$ cat src/verilog/ifd_regs.vh
// Purpose: constants for the instruction format decoder
// Assumes: bit 0 is the most significant instruction bit
// Notes: register map for the apb slave lives here too
`ifndef IFD_REGS_VH
`define IFD_REGS_VH

// apb register byte offsets
`define IFD_OFS_INSTR 12'h000
`define IFD_OFS_IADDR 12'h004
`define IFD_OFS_CR 12'h008
`define IFD_OFS_FP_STATUS_CONTROL_REGISTER 12'h00C
`define IFD_OFS_XER 12'h010
`define IFD_OFS_CTR 12'h014
`define IFD_OFS_FIELDS 12'h018
`define IFD_OFS_EXTOP 12'h01C
`define IFD_OFS_TARGET 12'h020
`define IFD_OFS_IMM 12'h024
`define IFD_OFS_STATUS 12'h028
`define IFD_OFS_FPREGS 12'h02C
`define IFD_OFS_DEC 12'h030

// reset value and address alignment mask
`define IFD_RST_WORD 32'h00000000
`define IFD_ADDR_MASK 32'hFFFFFFFC

// field selects (little-endian index = 31 - documented bit)
`define IFD_PRIM_HI 31
`define IFD_PRIM_LO 26
`define IFD_F6_HI 25
`define IFD_F6_LO 21
`define IFD_F11_HI 20
`define IFD_F11_LO 16
`define IFD_F16_HI 15
`define IFD_F16_LO 11
`define IFD_F21_HI 10
`define IFD_F21_LO 6
`define IFD_XO_HI 5
`define IFD_XO_LO 1
`define IFD_EO_HI 10
`define IFD_EO_LO 1
`define IFD_EO9_HI 9
`define IFD_EO9_LO 1
`define IFD_BF_HI 25
`define IFD_BF_LO 23
`define IFD_BFA_HI 20
`define IFD_BFA_LO 18
`define IFD_LI_HI 25
`define IFD_LI_LO 2
`define IFD_BD_HI 15
`define IFD_BD_LO 2
`define IFD_D_HI 15
`define IFD_D_LO 0
`define IFD_AA_BIT 1

// primary opcode of the long-displacement branch
`define IFD_OP_LONG 6'h12

// branch option bits, little-endian within the 5-bit field
`define IFD_BO_NOCOND 4
`define IFD_BO_TRUE 3
`define IFD_BO_NOCTR 2
`define IFD_BO_ZERO 1

// compare source selector
`define IFD_SRC_CR 2'h0
`define IFD_SRC_FP_STATUS_CONTROL_REGISTER 2'h1
`define IFD_SRC_XER 2'h2

`endif

$ cat src/verilog/ifd_field_sel.v
// Purpose: pick one 4-bit field out of a 32-bit register
// Assumes: field 0 is the most significant nibble
// Notes: used for compare target and source fields
`timescale 1ns/1ps

module ifd_field_sel (
   input wire [31:0] reg_word,
   input wire [2:0] sel,
   output reg [3:0] field
);
   // field i is documented bits 4i..4i+3, i.e. nibble 7-i from the bottom
   always @* begin
      field = reg_word[(5'h1C - {sel, 2'h0}) +: 4];
   end
endmodule // ifd_field_sel

$ cat src/verilog/ifd_bit_sel.v
// Purpose: pick one bit of a 32-bit register by a 5-bit index
// Assumes: index 0 is the most significant bit
// Notes: used for branch condition and logical sources
`timescale 1ns/1ps

module ifd_bit_sel (
   input wire [31:0] reg_word,
   input wire [4:0] idx,
   output reg bit_out
);
   // big-endian numbering, so invert the index
   always @* begin
      bit_out = reg_word[~idx];
   end
endmodule // ifd_bit_sel

$ cat src/verilog/ifd_decoder.v
// Purpose: instruction format decoder with apb register access
// Assumes: single clock pclk at 100 MHz, asynchronous active-low reset
// Notes: decode results are registered one cycle after the instruction write
// Notes on behaviour
// [RQ1] every instruction is one aligned 32-bit four-byte word
// [RQ2] low two bits of a supplied instruction address are ignored
// [RQ3] generated instruction addresses have their low two bits zero
// [RQ4] primary opcode is always bits 0 to 5
// [RQ5] xo-form nine-bit extended opcode is bits 22 to 30
// [RQ6] other x-form ten-bit extended opcode is bits 21 to 30
// [RQ7] a-form short extended opcode is bits 26 to 30
// [RQ8] a-form names four floating-point registers plus short opcode
// [RQ9] relative branch target is sign-extended displacement plus instruction address
// [RQ10] absolute branch target is the sign-extended displacement alone
// [RQ11] conditional offset is 14-bit displacement with two zeros, sign-extended
// [RQ12] target selector i picks bits 4i..4i+3 of condition or fp status
// [RQ13] source selector picks a field of condition, fp status or exception register
// [RQ14] condition index picks the condition register bit tested by branches
// [RQ15] first logical source picks one condition register bit
// [RQ16] second logical source picks one condition register bit
// [RQ17] branch options choose counter test, condition test, both, or always
// [RQ18] 16-bit immediate is sign-extended to 32 bits
// [RQ19] target sums wrap modulo 2^32 and low two bits are cleared
//
// Decided for this implementation: the register addresses and the APB slave port.
`timescale 1ns/1ps
`include "ifd_regs.vh"

module ifd_decoder (
   input wire pclk,
   input wire presetn,
   input wire psel,
   input wire penable,
   input wire pwrite,
   input wire [11:0] paddr,
   input wire [31:0] pwdata,
   output reg [31:0] prdata,
   output reg pready,
   output reg pslverr,
   output reg [5:0] primary_opcode,
   output reg [31:0] branch_target,
   output reg branch_taken,
   output reg branch_ctr_dec
);
   // ----------------------------------------------------------------
   // software-visible state
   // ----------------------------------------------------------------
   reg [31:0] instr_q;
   reg [31:0] iaddr_q;
   reg [31:0] cr_q;
   reg [31:0] fp_status_control_register_q;
   reg [31:0] xer_q;
   reg [31:0] ctr_q;
   reg [1:0] src_sel_q;
   reg valid_q;
   wire wr_en;
   wire setup_ph;
   assign wr_en = psel & penable & pwrite;
   // setup cycle of a transfer, answered at the next edge
   assign setup_ph = psel & ~penable;

   // ----------------------------------------------------------------
   // field extraction
   // ----------------------------------------------------------------
   wire [5:0] prim_d;
   wire [8:0] nine_bit_extended_opcode;
   wire [9:0] long_extended_opcode;
   wire [4:0] short_extended_opcode;
   wire [4:0] fp_target_reg;
   wire [4:0] fp_source_one;
   wire [4:0] fp_source_two;
   wire [4:0] fp_source_three;
   wire [2:0] compare_target_field_selector;
   wire [2:0] compare_source_field_selector;
   wire [4:0] branch_condition_index;
   wire [4:0] source_one_selector;
   wire [4:0] source_two_selector;
   wire [4:0] branch_options;
   wire absolute_target_flag;
   wire [23:0] long_displacement;
   wire [13:0] cond_branch_displacement;
   wire [15:0] imm16;
   assign prim_d = instr_q[`IFD_PRIM_HI:`IFD_PRIM_LO]; // [RQ4]
   assign nine_bit_extended_opcode = instr_q[`IFD_EO9_HI:`IFD_EO9_LO]; // [RQ5]
   assign long_extended_opcode = instr_q[`IFD_EO_HI:`IFD_EO_LO]; // [RQ6]
   assign short_extended_opcode = instr_q[`IFD_XO_HI:`IFD_XO_LO]; // [RQ7]
   // four fp register numbers of the four-operand form
   assign fp_target_reg = instr_q[`IFD_F6_HI:`IFD_F6_LO]; // [RQ8]
   assign fp_source_one = instr_q[`IFD_F11_HI:`IFD_F11_LO]; // [RQ8]
   assign fp_source_two = instr_q[`IFD_F16_HI:`IFD_F16_LO]; // [RQ8]
   assign fp_source_three = instr_q[`IFD_F21_HI:`IFD_F21_LO]; // [RQ8]
   assign compare_target_field_selector = instr_q[`IFD_BF_HI:`IFD_BF_LO];
   assign compare_source_field_selector = instr_q[`IFD_BFA_HI:`IFD_BFA_LO];
   assign branch_options = instr_q[`IFD_F6_HI:`IFD_F6_LO];
   assign branch_condition_index = instr_q[`IFD_F11_HI:`IFD_F11_LO];
   assign source_one_selector = instr_q[`IFD_F11_HI:`IFD_F11_LO];
   assign source_two_selector = instr_q[`IFD_F16_HI:`IFD_F16_LO];
   assign absolute_target_flag = instr_q[`IFD_AA_BIT];
   assign long_displacement = instr_q[`IFD_LI_HI:`IFD_LI_LO];
   assign cond_branch_displacement = instr_q[`IFD_BD_HI:`IFD_BD_LO];
   assign imm16 = instr_q[`IFD_D_HI:`IFD_D_LO];

   // ----------------------------------------------------------------
   // sign extension and target arithmetic
   // ----------------------------------------------------------------
   wire [31:0] li_ext;
   wire [31:0] bd_ext;
   wire [31:0] imm_ext;
   wire [31:0] iaddr_al;
   wire long_form;
   assign li_ext = {{6{long_displacement[23]}}, long_displacement, 2'h0};
   assign bd_ext = {{16{cond_branch_displacement[13]}}, cond_branch_displacement, 2'h0}; // [RQ11]
   assign long_form = (prim_d == `IFD_OP_LONG);
   assign imm_ext = {{16{imm16[15]}}, imm16}; // [RQ18]
   assign iaddr_al = iaddr_q & `IFD_ADDR_MASK; // [RQ2]

   reg [31:0] disp_sel;
   reg [31:0] tgt_sum;
   // opcode 18 is the long form; everything else uses the 14-bit form
   always @* begin
      disp_sel = long_form ? li_ext : bd_ext;
      // 32-bit add wraps naturally, carry out discarded
      tgt_sum = absolute_target_flag ? disp_sel : (disp_sel + iaddr_al); // [RQ9] [RQ10] [RQ19]
   end

   // ----------------------------------------------------------------
   // condition selection
   // ----------------------------------------------------------------
   wire cond_bit;
   wire src_one_bit;
   wire src_two_bit;
   wire [3:0] tgt_cr_field;
   wire [3:0] tgt_fp_field;
   wire [3:0] src_cr_field;
   wire [3:0] src_fp_field;
   wire [3:0] src_xer_field;
   reg [3:0] src_field;

   ifd_bit_sel u_cond ( // [RQ14]
      .reg_word(cr_q),
      .idx(branch_condition_index),
      .bit_out(cond_bit)
   );
   ifd_bit_sel u_src1 ( // [RQ15]
      .reg_word(cr_q),
      .idx(source_one_selector),
      .bit_out(src_one_bit)
   );
   ifd_bit_sel u_src2 ( // [RQ16]
      .reg_word(cr_q),
      .idx(source_two_selector),
      .bit_out(src_two_bit)
   );
   ifd_field_sel u_tcr ( // [RQ12]
      .reg_word(cr_q),
      .sel(compare_target_field_selector),
      .field(tgt_cr_field)
   );
   ifd_field_sel u_tfp ( // [RQ12]
      .reg_word(fp_status_control_register_q),
      .sel(compare_target_field_selector),
      .field(tgt_fp_field)
   );
   ifd_field_sel u_scr ( // [RQ13]
      .reg_word(cr_q),
      .sel(compare_source_field_selector),
      .field(src_cr_field)
   );
   ifd_field_sel u_sfp ( // [RQ13]
      .reg_word(fp_status_control_register_q),
      .sel(compare_source_field_selector),
      .field(src_fp_field)
   );
   ifd_field_sel u_sxe ( // [RQ13]
      .reg_word(xer_q),
      .sel(compare_source_field_selector),
      .field(src_xer_field)
   );

   // software picks which register feeds the source field
   always @* begin
      case (src_sel_q)
         `IFD_SRC_FP_STATUS_CONTROL_REGISTER: src_field = src_fp_field; // [RQ13]
         `IFD_SRC_XER: src_field = src_xer_field; // [RQ13]
         default: src_field = src_cr_field;
      endcase
   end

   // ----------------------------------------------------------------
   // branch option evaluation
   // ----------------------------------------------------------------
   reg [31:0] ctr_next;
   reg ctr_ok;
   reg cond_ok;
   reg take;
   always @* begin
      ctr_next = ctr_q - 32'h00000001;
      // counter test passes when skipped or when result matches zero/nonzero choice
      ctr_ok = branch_options[`IFD_BO_NOCTR] |
               ((ctr_next == 32'h00000000) == branch_options[`IFD_BO_ZERO]); // [RQ17]
      cond_ok = branch_options[`IFD_BO_NOCOND] | (cond_bit == branch_options[`IFD_BO_TRUE]); // [RQ17]
      take = ctr_ok & cond_ok; // [RQ17]
   end

   // ----------------------------------------------------------------
   // read words, assembled once for the read mux
   // ----------------------------------------------------------------
   wire [31:0] fields_word;
   wire [31:0] extop_word;
   wire [31:0] status_word;
   wire [31:0] fpregs_word;
   wire [31:0] target_word;
   // only the low four option bits fit; the top one stays in the instruction
   assign fields_word = {branch_options[3:0], branch_condition_index, source_two_selector,
                         compare_target_field_selector, compare_source_field_selector,
                         tgt_cr_field, tgt_fp_field, src_field};
   // opcode and all three extended-opcode views side by side
   assign extop_word = {2'h0, prim_d, short_extended_opcode, nine_bit_extended_opcode,
                        long_extended_opcode};
   // live decode flags above the source select
   assign status_word = {24'h000000, valid_q, take, src_one_bit, src_two_bit,
                         cond_bit, absolute_target_flag, src_sel_q};
   // four fp register numbers, target first
   assign fpregs_word = {12'h000, fp_target_reg, fp_source_one, fp_source_two,
                         fp_source_three}; // [RQ8]
   // fetch address: low bits forced clear whatever the sum
   assign target_word = tgt_sum & `IFD_ADDR_MASK; // [RQ3] [RQ19]

   // ----------------------------------------------------------------
   // apb writes and decoded outputs
   // ----------------------------------------------------------------
   always @(posedge pclk or negedge presetn) begin
      if (!presetn) begin
         instr_q <= `IFD_RST_WORD;
         iaddr_q <= `IFD_RST_WORD;
         cr_q <= `IFD_RST_WORD;
         fp_status_control_register_q <= `IFD_RST_WORD;
         xer_q <= `IFD_RST_WORD;
         ctr_q <= `IFD_RST_WORD;
         src_sel_q <= `IFD_SRC_CR;
         valid_q <= 1'b0;
      end else begin
         valid_q <= wr_en && (paddr == `IFD_OFS_INSTR);
         if (wr_en) begin
            case (paddr)
               `IFD_OFS_INSTR: instr_q <= pwdata; // [RQ1]
               `IFD_OFS_IADDR: iaddr_q <= pwdata;
               `IFD_OFS_CR: cr_q <= pwdata;
               `IFD_OFS_FP_STATUS_CONTROL_REGISTER: fp_status_control_register_q <= pwdata;
               `IFD_OFS_XER: xer_q <= pwdata;
               `IFD_OFS_CTR: ctr_q <= pwdata;
               `IFD_OFS_STATUS: src_sel_q <= pwdata[1:0];
               default: ;
            endcase
         end
      end
   end

   // registered decode outputs, refreshed every cycle
   always @(posedge pclk or negedge presetn) begin
      if (!presetn) begin
         primary_opcode <= 6'h00;
         branch_target <= `IFD_RST_WORD;
         branch_taken <= 1'b0;
         branch_ctr_dec <= 1'b0;
      end else begin
         primary_opcode <= prim_d; // [RQ4]
         branch_target <= target_word; // [RQ3] [RQ19]
         branch_taken <= take;
         branch_ctr_dec <= ~branch_options[`IFD_BO_NOCTR]; // [RQ17]
      end
   end

   // ----------------------------------------------------------------
   // apb read path, zero wait states
   // ----------------------------------------------------------------
   reg [31:0] rd_d;
   reg err_d;
   always @* begin
      err_d = 1'b0;
      case (paddr)
         `IFD_OFS_INSTR: rd_d = instr_q;
         `IFD_OFS_IADDR: rd_d = iaddr_q;
         `IFD_OFS_CR: rd_d = cr_q;
         `IFD_OFS_FP_STATUS_CONTROL_REGISTER: rd_d = fp_status_control_register_q;
         `IFD_OFS_XER: rd_d = xer_q;
         `IFD_OFS_CTR: rd_d = ctr_q;
         `IFD_OFS_FIELDS: rd_d = fields_word;
         `IFD_OFS_EXTOP: rd_d = extop_word;
         `IFD_OFS_TARGET: rd_d = target_word; // [RQ3]
         `IFD_OFS_IMM: rd_d = imm_ext; // [RQ18]
         `IFD_OFS_STATUS: rd_d = status_word;
         `IFD_OFS_FPREGS: rd_d = fpregs_word; // [RQ8]
         `IFD_OFS_DEC: rd_d = ctr_next;
         default: begin
            rd_d = 32'h00000000;
            err_d = 1'b1;
         end
      endcase
   end

   // pready high in the access phase only, so every transfer is two cycles
   always @(posedge pclk or negedge presetn) begin
      if (!presetn) begin
         prdata <= 32'h00000000;
         pready <= 1'b0;
         pslverr <= 1'b0;
      end else begin
         pready <= setup_ph;
         pslverr <= setup_ph & err_d;
         prdata <= (setup_ph & ~pwrite) ? rd_d : 32'h00000000;
      end
   end

endmodule // ifd_decoder

$ cat config.mk
export PLATFORM = sky130hd
export DESIGN_NAME = ifd_decoder
export DESIGN_NICKNAME = d
export VERILOG_FILES = /design/src/verilog/ifd_field_sel.v /design/src/verilog/ifd_bit_sel.v /design/src/verilog/ifd_decoder.v
export VERILOG_INCLUDE_DIRS = /design/src /design/src/verilog
export SDC_FILE = /design/constraint.sdc
export NUM_CORES = 1
export LEC_CHECK = 0
export BUFFER_PORTS_ARGS = -buffer_cell sky130_fd_sc_hd__buf_2
export CORE_UTILIZATION = 61
export DETAILED_ROUTE_END_ITERATION = 10
export PLACE_DENSITY_LB_ADDON = 0.25
export SLEW_MARGIN = 20
export SYNTH_ARGS = -nofsm -noshare
export SYNTH_HDL_FRONTEND = slang
export SYNTH_SLANG_ARGS = --single-unit
$ cat constraint.sdc
create_clock -name pclk -period 5.1 [get_ports pclk]
set_clock_uncertainty 0.05 [all_clocks]
set_input_delay 0.51 -clock pclk [delete_from_list [all_inputs] [get_ports pclk]]
set_output_delay 0.51 -clock pclk [all_outputs]
set_load 0.02 [all_outputs]
# --- After elaboration in Yosys (flattened, before gate mapping) ---
# Cells that the tools add are included.
classes:
  muxes: 10
  n_mul: 0
  n_eq_ne: 17
  n_lt_le_gt_ge: 2
  reduce_logical: 11
  n_shift: 5
  bitwise: 13
  n_div: 0
  add_sub_neg: 4
op_table:
  columns: ["cell", "n"]
  rows:
  - ["32-bit case mux with 13 select lines", 1]
  - ["32-bit by 6-bit variable part select with 4-bit output", 5]
  - ["32-bit two-way mux", 3]
  - ["12-bit by 6-bit equality test with 1-bit output (second input constant)", 5]
  - ["12-bit by 5-bit equality test with 1-bit output (second input constant)", 4]
  - ["32-bit adder", 1]
  - ["32-bit logical NOT", 1]
  - ["32-bit by 1-bit subtractor with 32-bit output (second input constant)", 1]
  - ["12-bit by 4-bit equality test with 1-bit output (second input constant)", 2]
  - ["2-bit AND reduction", 7]
  - ["13-bit OR reduction", 1]
  - ["12-bit by 3-bit equality test with 1-bit output (second input constant)", 1]
  - ["12-bit logical NOT", 1]
  - ["5-bit by 6-bit less-than comparator with 1-bit output (second input constant)", 2]
  - ["1-bit binary-select mux with 5-bit select", 2]
  - ["5-bit NOT", 2]
  - ["5-bit subtractor (first input constant)", 2]
  - ["4-bit case mux with 2 select lines", 1]
  - ["1-bit AND", 6]
  - ["6-bit by 5-bit equality test with 1-bit output (second input constant)", 1]
  - ["1-bit two-way mux", 3]
  - ["1-bit NOT", 3]
  - ["1-bit equality test", 2]
  - ["2-bit by 1-bit equality test with 1-bit output (second input constant)", 1]
  - ["3 further kinds", 4]
word_totals:
  out_inout_bits: 74
  latch_bits: 0
  inputBits: 49
  wordCells: 77
  mem_bits_ro: 0
  ram_bits: 0
  memories: 0
  ff_bits: 267

# --- Longest topological paths before layout ---
depth:
  word_depth: 8
  ltp_mapped: 14
  mapped_depth_nobuf: 14

# --- Hierarchy ---
# A second synthesis with hierarchy kept.
unflattened:
  cells_unflattened: 1521
  hier_area_um2: 16608.4
by_module_without_submodules:
  columns: ["mod", "seq_area_each_um2", "cells_per_inst", "area_each_um2", "n_inst"]
  rows:
  - ["ifd_decoder", 6681.4, 1328, 14281.2, 1]
  - ["ifd_field_sel", 0.0, 14, 270.3, 5]
  - ["ifd_bit_sel", 0.0, 41, 325.3, 3]

# --- Worst setup path before layout ---
# OpenSTA, ideal clock, no wires.
synth_path:
  path_type: "reg2reg"
  from: "register instr_q[18]"
  to: "register prdata[31]"
  required_ps: 4963
  setup_ps: 87
  stages_incl_launch_ff: 14
  path_buffers: 3
  arrival_time_ps: 3379
  path_slack_ps: 1584
  path_cell_list: "dfrtp_1 clkbuf_1 buf_1 clkbuf_1 a41o_1 ha_1 nand2_1 or4_1 o211ai_1 o221ai_1 o21ai_1 xnor2_1 or3_1 o211ai_1"
synth_via:
  elab_chain_len: 5
synth_lines:
  columns: ["element", "line", "source"]
  rows:
  - ["start, declared", "ifd_decoder.v:48", "reg [31:0] instr_q;"]
  - ["start signal, assigned", "ifd_decoder.v:234", "instr_q <= `IFD_RST_WORD;"]
  - ["start signal, assigned", "ifd_decoder.v:246", "`IFD_OFS_INSTR: instr_q <= pwdata;"]
  - ["32-bit two-way mux", "ifd_decoder.v:121", "disp_sel = long_form ? li_ext : bd_ext;"]
  - ["32-bit adder", "ifd_decoder.v:123", "tgt_sum = absolute_target_flag ? disp_sel : (disp_sel + iaddr_al);"]
  - ["32-bit two-way mux", "ifd_decoder.v:123", null]
  - ["32-bit case mux with 13 select lines", "ifd_decoder.v:281", "case (paddr)"]
  - ["32-bit two-way mux", "ifd_decoder.v:311", "prdata <= (setup_ph & ~pwrite) ? rd_d : 32'h00000000;"]
  - ["end signal, assigned", "ifd_decoder.v:311", null]
  - ["end, declared", "ifd_decoder.v:37", "output reg [31:0] prdata,"]
# Every way passes these cells.
# A chain may end at the register's enable or synchronous reset.

# --- Final worst setup path ---
layout_path:
  from: "register instr_q[27]"
  to: "register prdata[31]"
layout_via:
  elab_chain_len: 6
layout_lines:
  columns: ["element", "line"]
  rows:
  - ["6-bit by 5-bit equality test with 1-bit output (no line) *", null]
  - ["32-bit two-way mux *", "ifd_decoder.v:121"]
  - ["32-bit adder", "ifd_decoder.v:123"]
  - ["32-bit two-way mux *", "ifd_decoder.v:123"]
  - ["32-bit case mux with 13 select lines *", "ifd_decoder.v:281"]
  - ["32-bit two-way mux *", "ifd_decoder.v:311"]
# Every way passes the cells marked *; elsewhere a longest branch is shown, timed or not.

==> flow_metrics.py <==
metrics = {
    "run_status": {
        "status": "complete, no violations",
    },
    "clock_network": {
        "path_clk_slew_ns": 0.07,
        "cts_max_level": 1,
        "cts_tree": "built",
        "postCtsSetupRepairBufs": 0,
        "cts_made_buffers": 28,
        "clk_latency_ns": 0.56,
        "clock-sinks": 267,
        "cts-root-buf": "clkbuf_16",
        "clockBufferDepth": 3,
    },
    "power": {
        "power_density_mw_per_mm2": 247,
        "p_seq_share_pct": 48.5,
        "leakage_nw": 8.15,
        "ir_drop_uv": 244,
        "swShare_pct": 22.4,
        "power_switching_mw": 0.984,
        "p_comb_share_pct": 3.4,
        "finalPower_mw": 4.39,
        "p_int_mw": 3.40,
        "pwr-share-clk_pct": 48.1,
    },
    "timing": {
        "max_slew.worst_pin.slew_ns": 0.986,
        "final-setup-viol-count": 0,
        "rsz0062_at_grt": "false",
        "max_slew_margin_pct": 34.3,
        "fin_crit_sh_pct": 87.1,
        "fin_hold_ws_ns": 0.177,
        "min_period_ns": 4.44,
        "finalHoldViolCount": 0,
        "fmax_mhz": 225,
        "setup_ws_ns": 0.656,
        "drv_slew": 0,
        "tns_ns": 0,
    },
    "cells_and_area": {
        "postLayoutCoreUtil_pct": 70.2,
        "area_growth_pct": 12.5,
        "stdcell_area_mm2": 0.0178,
        "final_cell_count_no_fill": 1881,
        "diodes": 0,
        "nets": 1612,
        "n_fill_cell": 1877,
        "drive_above_1_share_pct": 26.0,
    },
    "placed_design": {
        "postPlaceCellArea_mm2": 0.0168,
        "place_worst_setup_slack_ns": 0.791,
        "dp_hpwl_um": 42100,
        "portBuffers": 120,
        "gp_congestion": 1.04,
        "post-place-cells": 1828,
    },
    "drt": {
        "postRouteAntennaNets": 0,
        "wire_per_inst_um": 30.9,
        "drtIter0Drc": 2431,
        "dr.pass1.iters": 9,
        "wl_um": 58100,
        "drc": 0,
        "via_per_inst": 7.45,
        "via_count": 14000,
    },
    "critical_path": {
        "arrival_ns": 4.87,
        "cp-end-kind": "flip-flop",
        "crit_path_start": "instr_q[27]",
        "cp-start-kind": "flip-flop",
        "crit_required_ns": 5.52,
        "worstSetupPathType": "flip-flop to flip-flop",
        "r2r-start": "instr_q[27]",
        "critical_path_peak_fanout": 11,
    },
    "synthesis": {
        "yosysMostFrequentCell": "dfrtp_1",
        "synth-seq-area-share_pct": 42.2,
        "yosys-top-cells-area": "dfrtp_1 42%, mux2_2 8.5%, mux4_2 6.8%",
        "yosysTopAreaCell": "dfrtp_1",
        "synthCells": 1436,
        "synthTopCellsByCount": "267 x dfrtp_1, 120 x mux2_2, 89 x nand2_1, 87 x nor2_1, 80 x mux2_1",
        "ys_types": 74,
        "netlist_area_mm2": 0.0158,
        "yosys_warnings": 0,
        "ys_ff_latch": 267,
        "synth_edf_count": 0,
        "syn_area_per_cell_um2": 11.0,
        "yosysTopAreaCellShare_pct": 42.2,
        "ys_async_sr_fraction_pct": 100,
        "ys.flop_type": "dfrtp_1",
    },
    "floorplan": {
        "core_mm2": 0.0253,
        "die_height_um": 163,
        "die_w_um": 163,
        "rows": 58,
        "io_pins": 123,
        "die_area_mm2": 0.0266,
        "start_util_pct": 62.5,
    },
    "global_routing": {
        "antenna_found_initial": 1,
        "grt_max_degree": 104,
        "grt_pass1_vias": 13400,
        "grt_usage_pct": 44.4,
        "grt_pass1_wl_um": 85800,
        "overflow": 0,
    },
    "worst_hold_path": {
        "hold_path.class": "input port to flip-flop",
        "hold_start": "psel",
    },
    "job": {
        "maxCapViolCount": 0,
    },
}
## metal layers
metal  global-route usage (%)  vias to the layer above  wire (µm)
met1                     61.4                     6917      22100
met4                     17.2                        0       2660
met2                     62.0                     1173      23900
met3                     18.1                      196       9450
li1                         -                     5729          -
met5                        0                        -          0
## flip-flops by register name, summed over array words and instances (netlist names), 2 cells and up
signal,cells
xer_q,32
src_sel_q,2
iaddr_q,32
branch_target,30
primary_opcode,6
cr_q,32
prdata,32
fp_status_control_register_q,32
instr_q,32
ctr_q,32
## power by group through the flow
stage,combinational [mW],clock [mW],sequential [mW]
after global routing,0.158,2.21,2.13
final,0.148,2.11,2.13
after detailed placement,0.144,0,2.17
after global placement,0.141,0,2.17
after CTS,0.145,2.12,2.13
after floorplan,0.0329,0,2.17
## cell families after synthesis
logic type	Yosys count	share of synthesized area, %
compound gates	388	17.4
simple gates	315	10.0
flops	267	42.2
mux	257	21.6
buf+inv	123	3.08
xor+xnor	51	2.82
fa+ha+maj	34	2.74
other cells	1	0.0237
## worst paths after layout
check	to	slack (ns)	depth (start not counted)
max	prdata[31]	0.66	13
min	pready	0.18	3
max reg2reg	prdata[31]	0.66	13
min reg2reg	primary_opcode[4]	0.39	0
max in group asynchronous	cr_q[26]	3.26	3
min in group asynchronous	branch_target[6]	0.54	2
## timing repair
item                                   4_1_cts  5_1_grt
gates resized for setup                      0        0
endpoints found under the hold margin       55        0
hold buffers                                 1        0
## layout by cell type (no fill, tap or decap), types with 5 or more instances in the layout
cell       netlist  layout
a222oi_1        11      11
nor2_2           1       5
a21oi_1         66      66
a22oi_1         50      50
a31oi_1         16      16
ha_1            33      33
nor3_2           4       6
dfrtp_1        267     266
clkbuf_1        79       7
nand2_1         89      89
xor2_1          27      27
clkbuf_16        0      29
mux4_2          48      48
a22o_1          38      38
mux2_2         120     120
mux2_1          80      80
nor4_1          13      12
a41o_1           9       9
nand4_1         12      12
a21o_1          15      15
o21ai_1         18      18
or3_1           16      16
inv_1           20      20
and2_1           6       6
nand3_1         22      22
nor2_1          87      82
a211oi_1        21      21
a221oi_1        42      42
nand2b_1        12      12
mux2i_1          9       9
buf_4            2      43
nor2b_1          7       7
o21ai_0         52      52
nor3_1          13       9
buf_2           14     119
o2111ai_1       13      13
xnor2_1         24      24
clkinv_2         0       8
## final cells by class
cell class	instances	area, µm²	share of cell area (%)
Multi-Input combinational cell	1047	8710	49.0
Sequential cell	267	6680	37.6
Timing Repair Buffer	165	963	5.42
Clock buffer	40	807	4.54
Tap cell	330	413	2.32
Clock inverter	12	139	0.781
Inverter	20	75.1	0.422
## critical path: stages (launching register included)
cell,delay (ns)
dfrtp_1,0.42
nor2b_1,0.63
a31oi_1,0.46
a41oi_1,0.42
inv_1,0.08
ha_1,0.40
nand2_1,0.09
or4_1,0.46
o211ai_1,0.29
o221ai_1,0.25
o21ai_1,0.21
xnor2_1,0.13
or3_1,0.38
o211ai_1,0.08
Note: power is estimated with default switching activity, not from simulation.
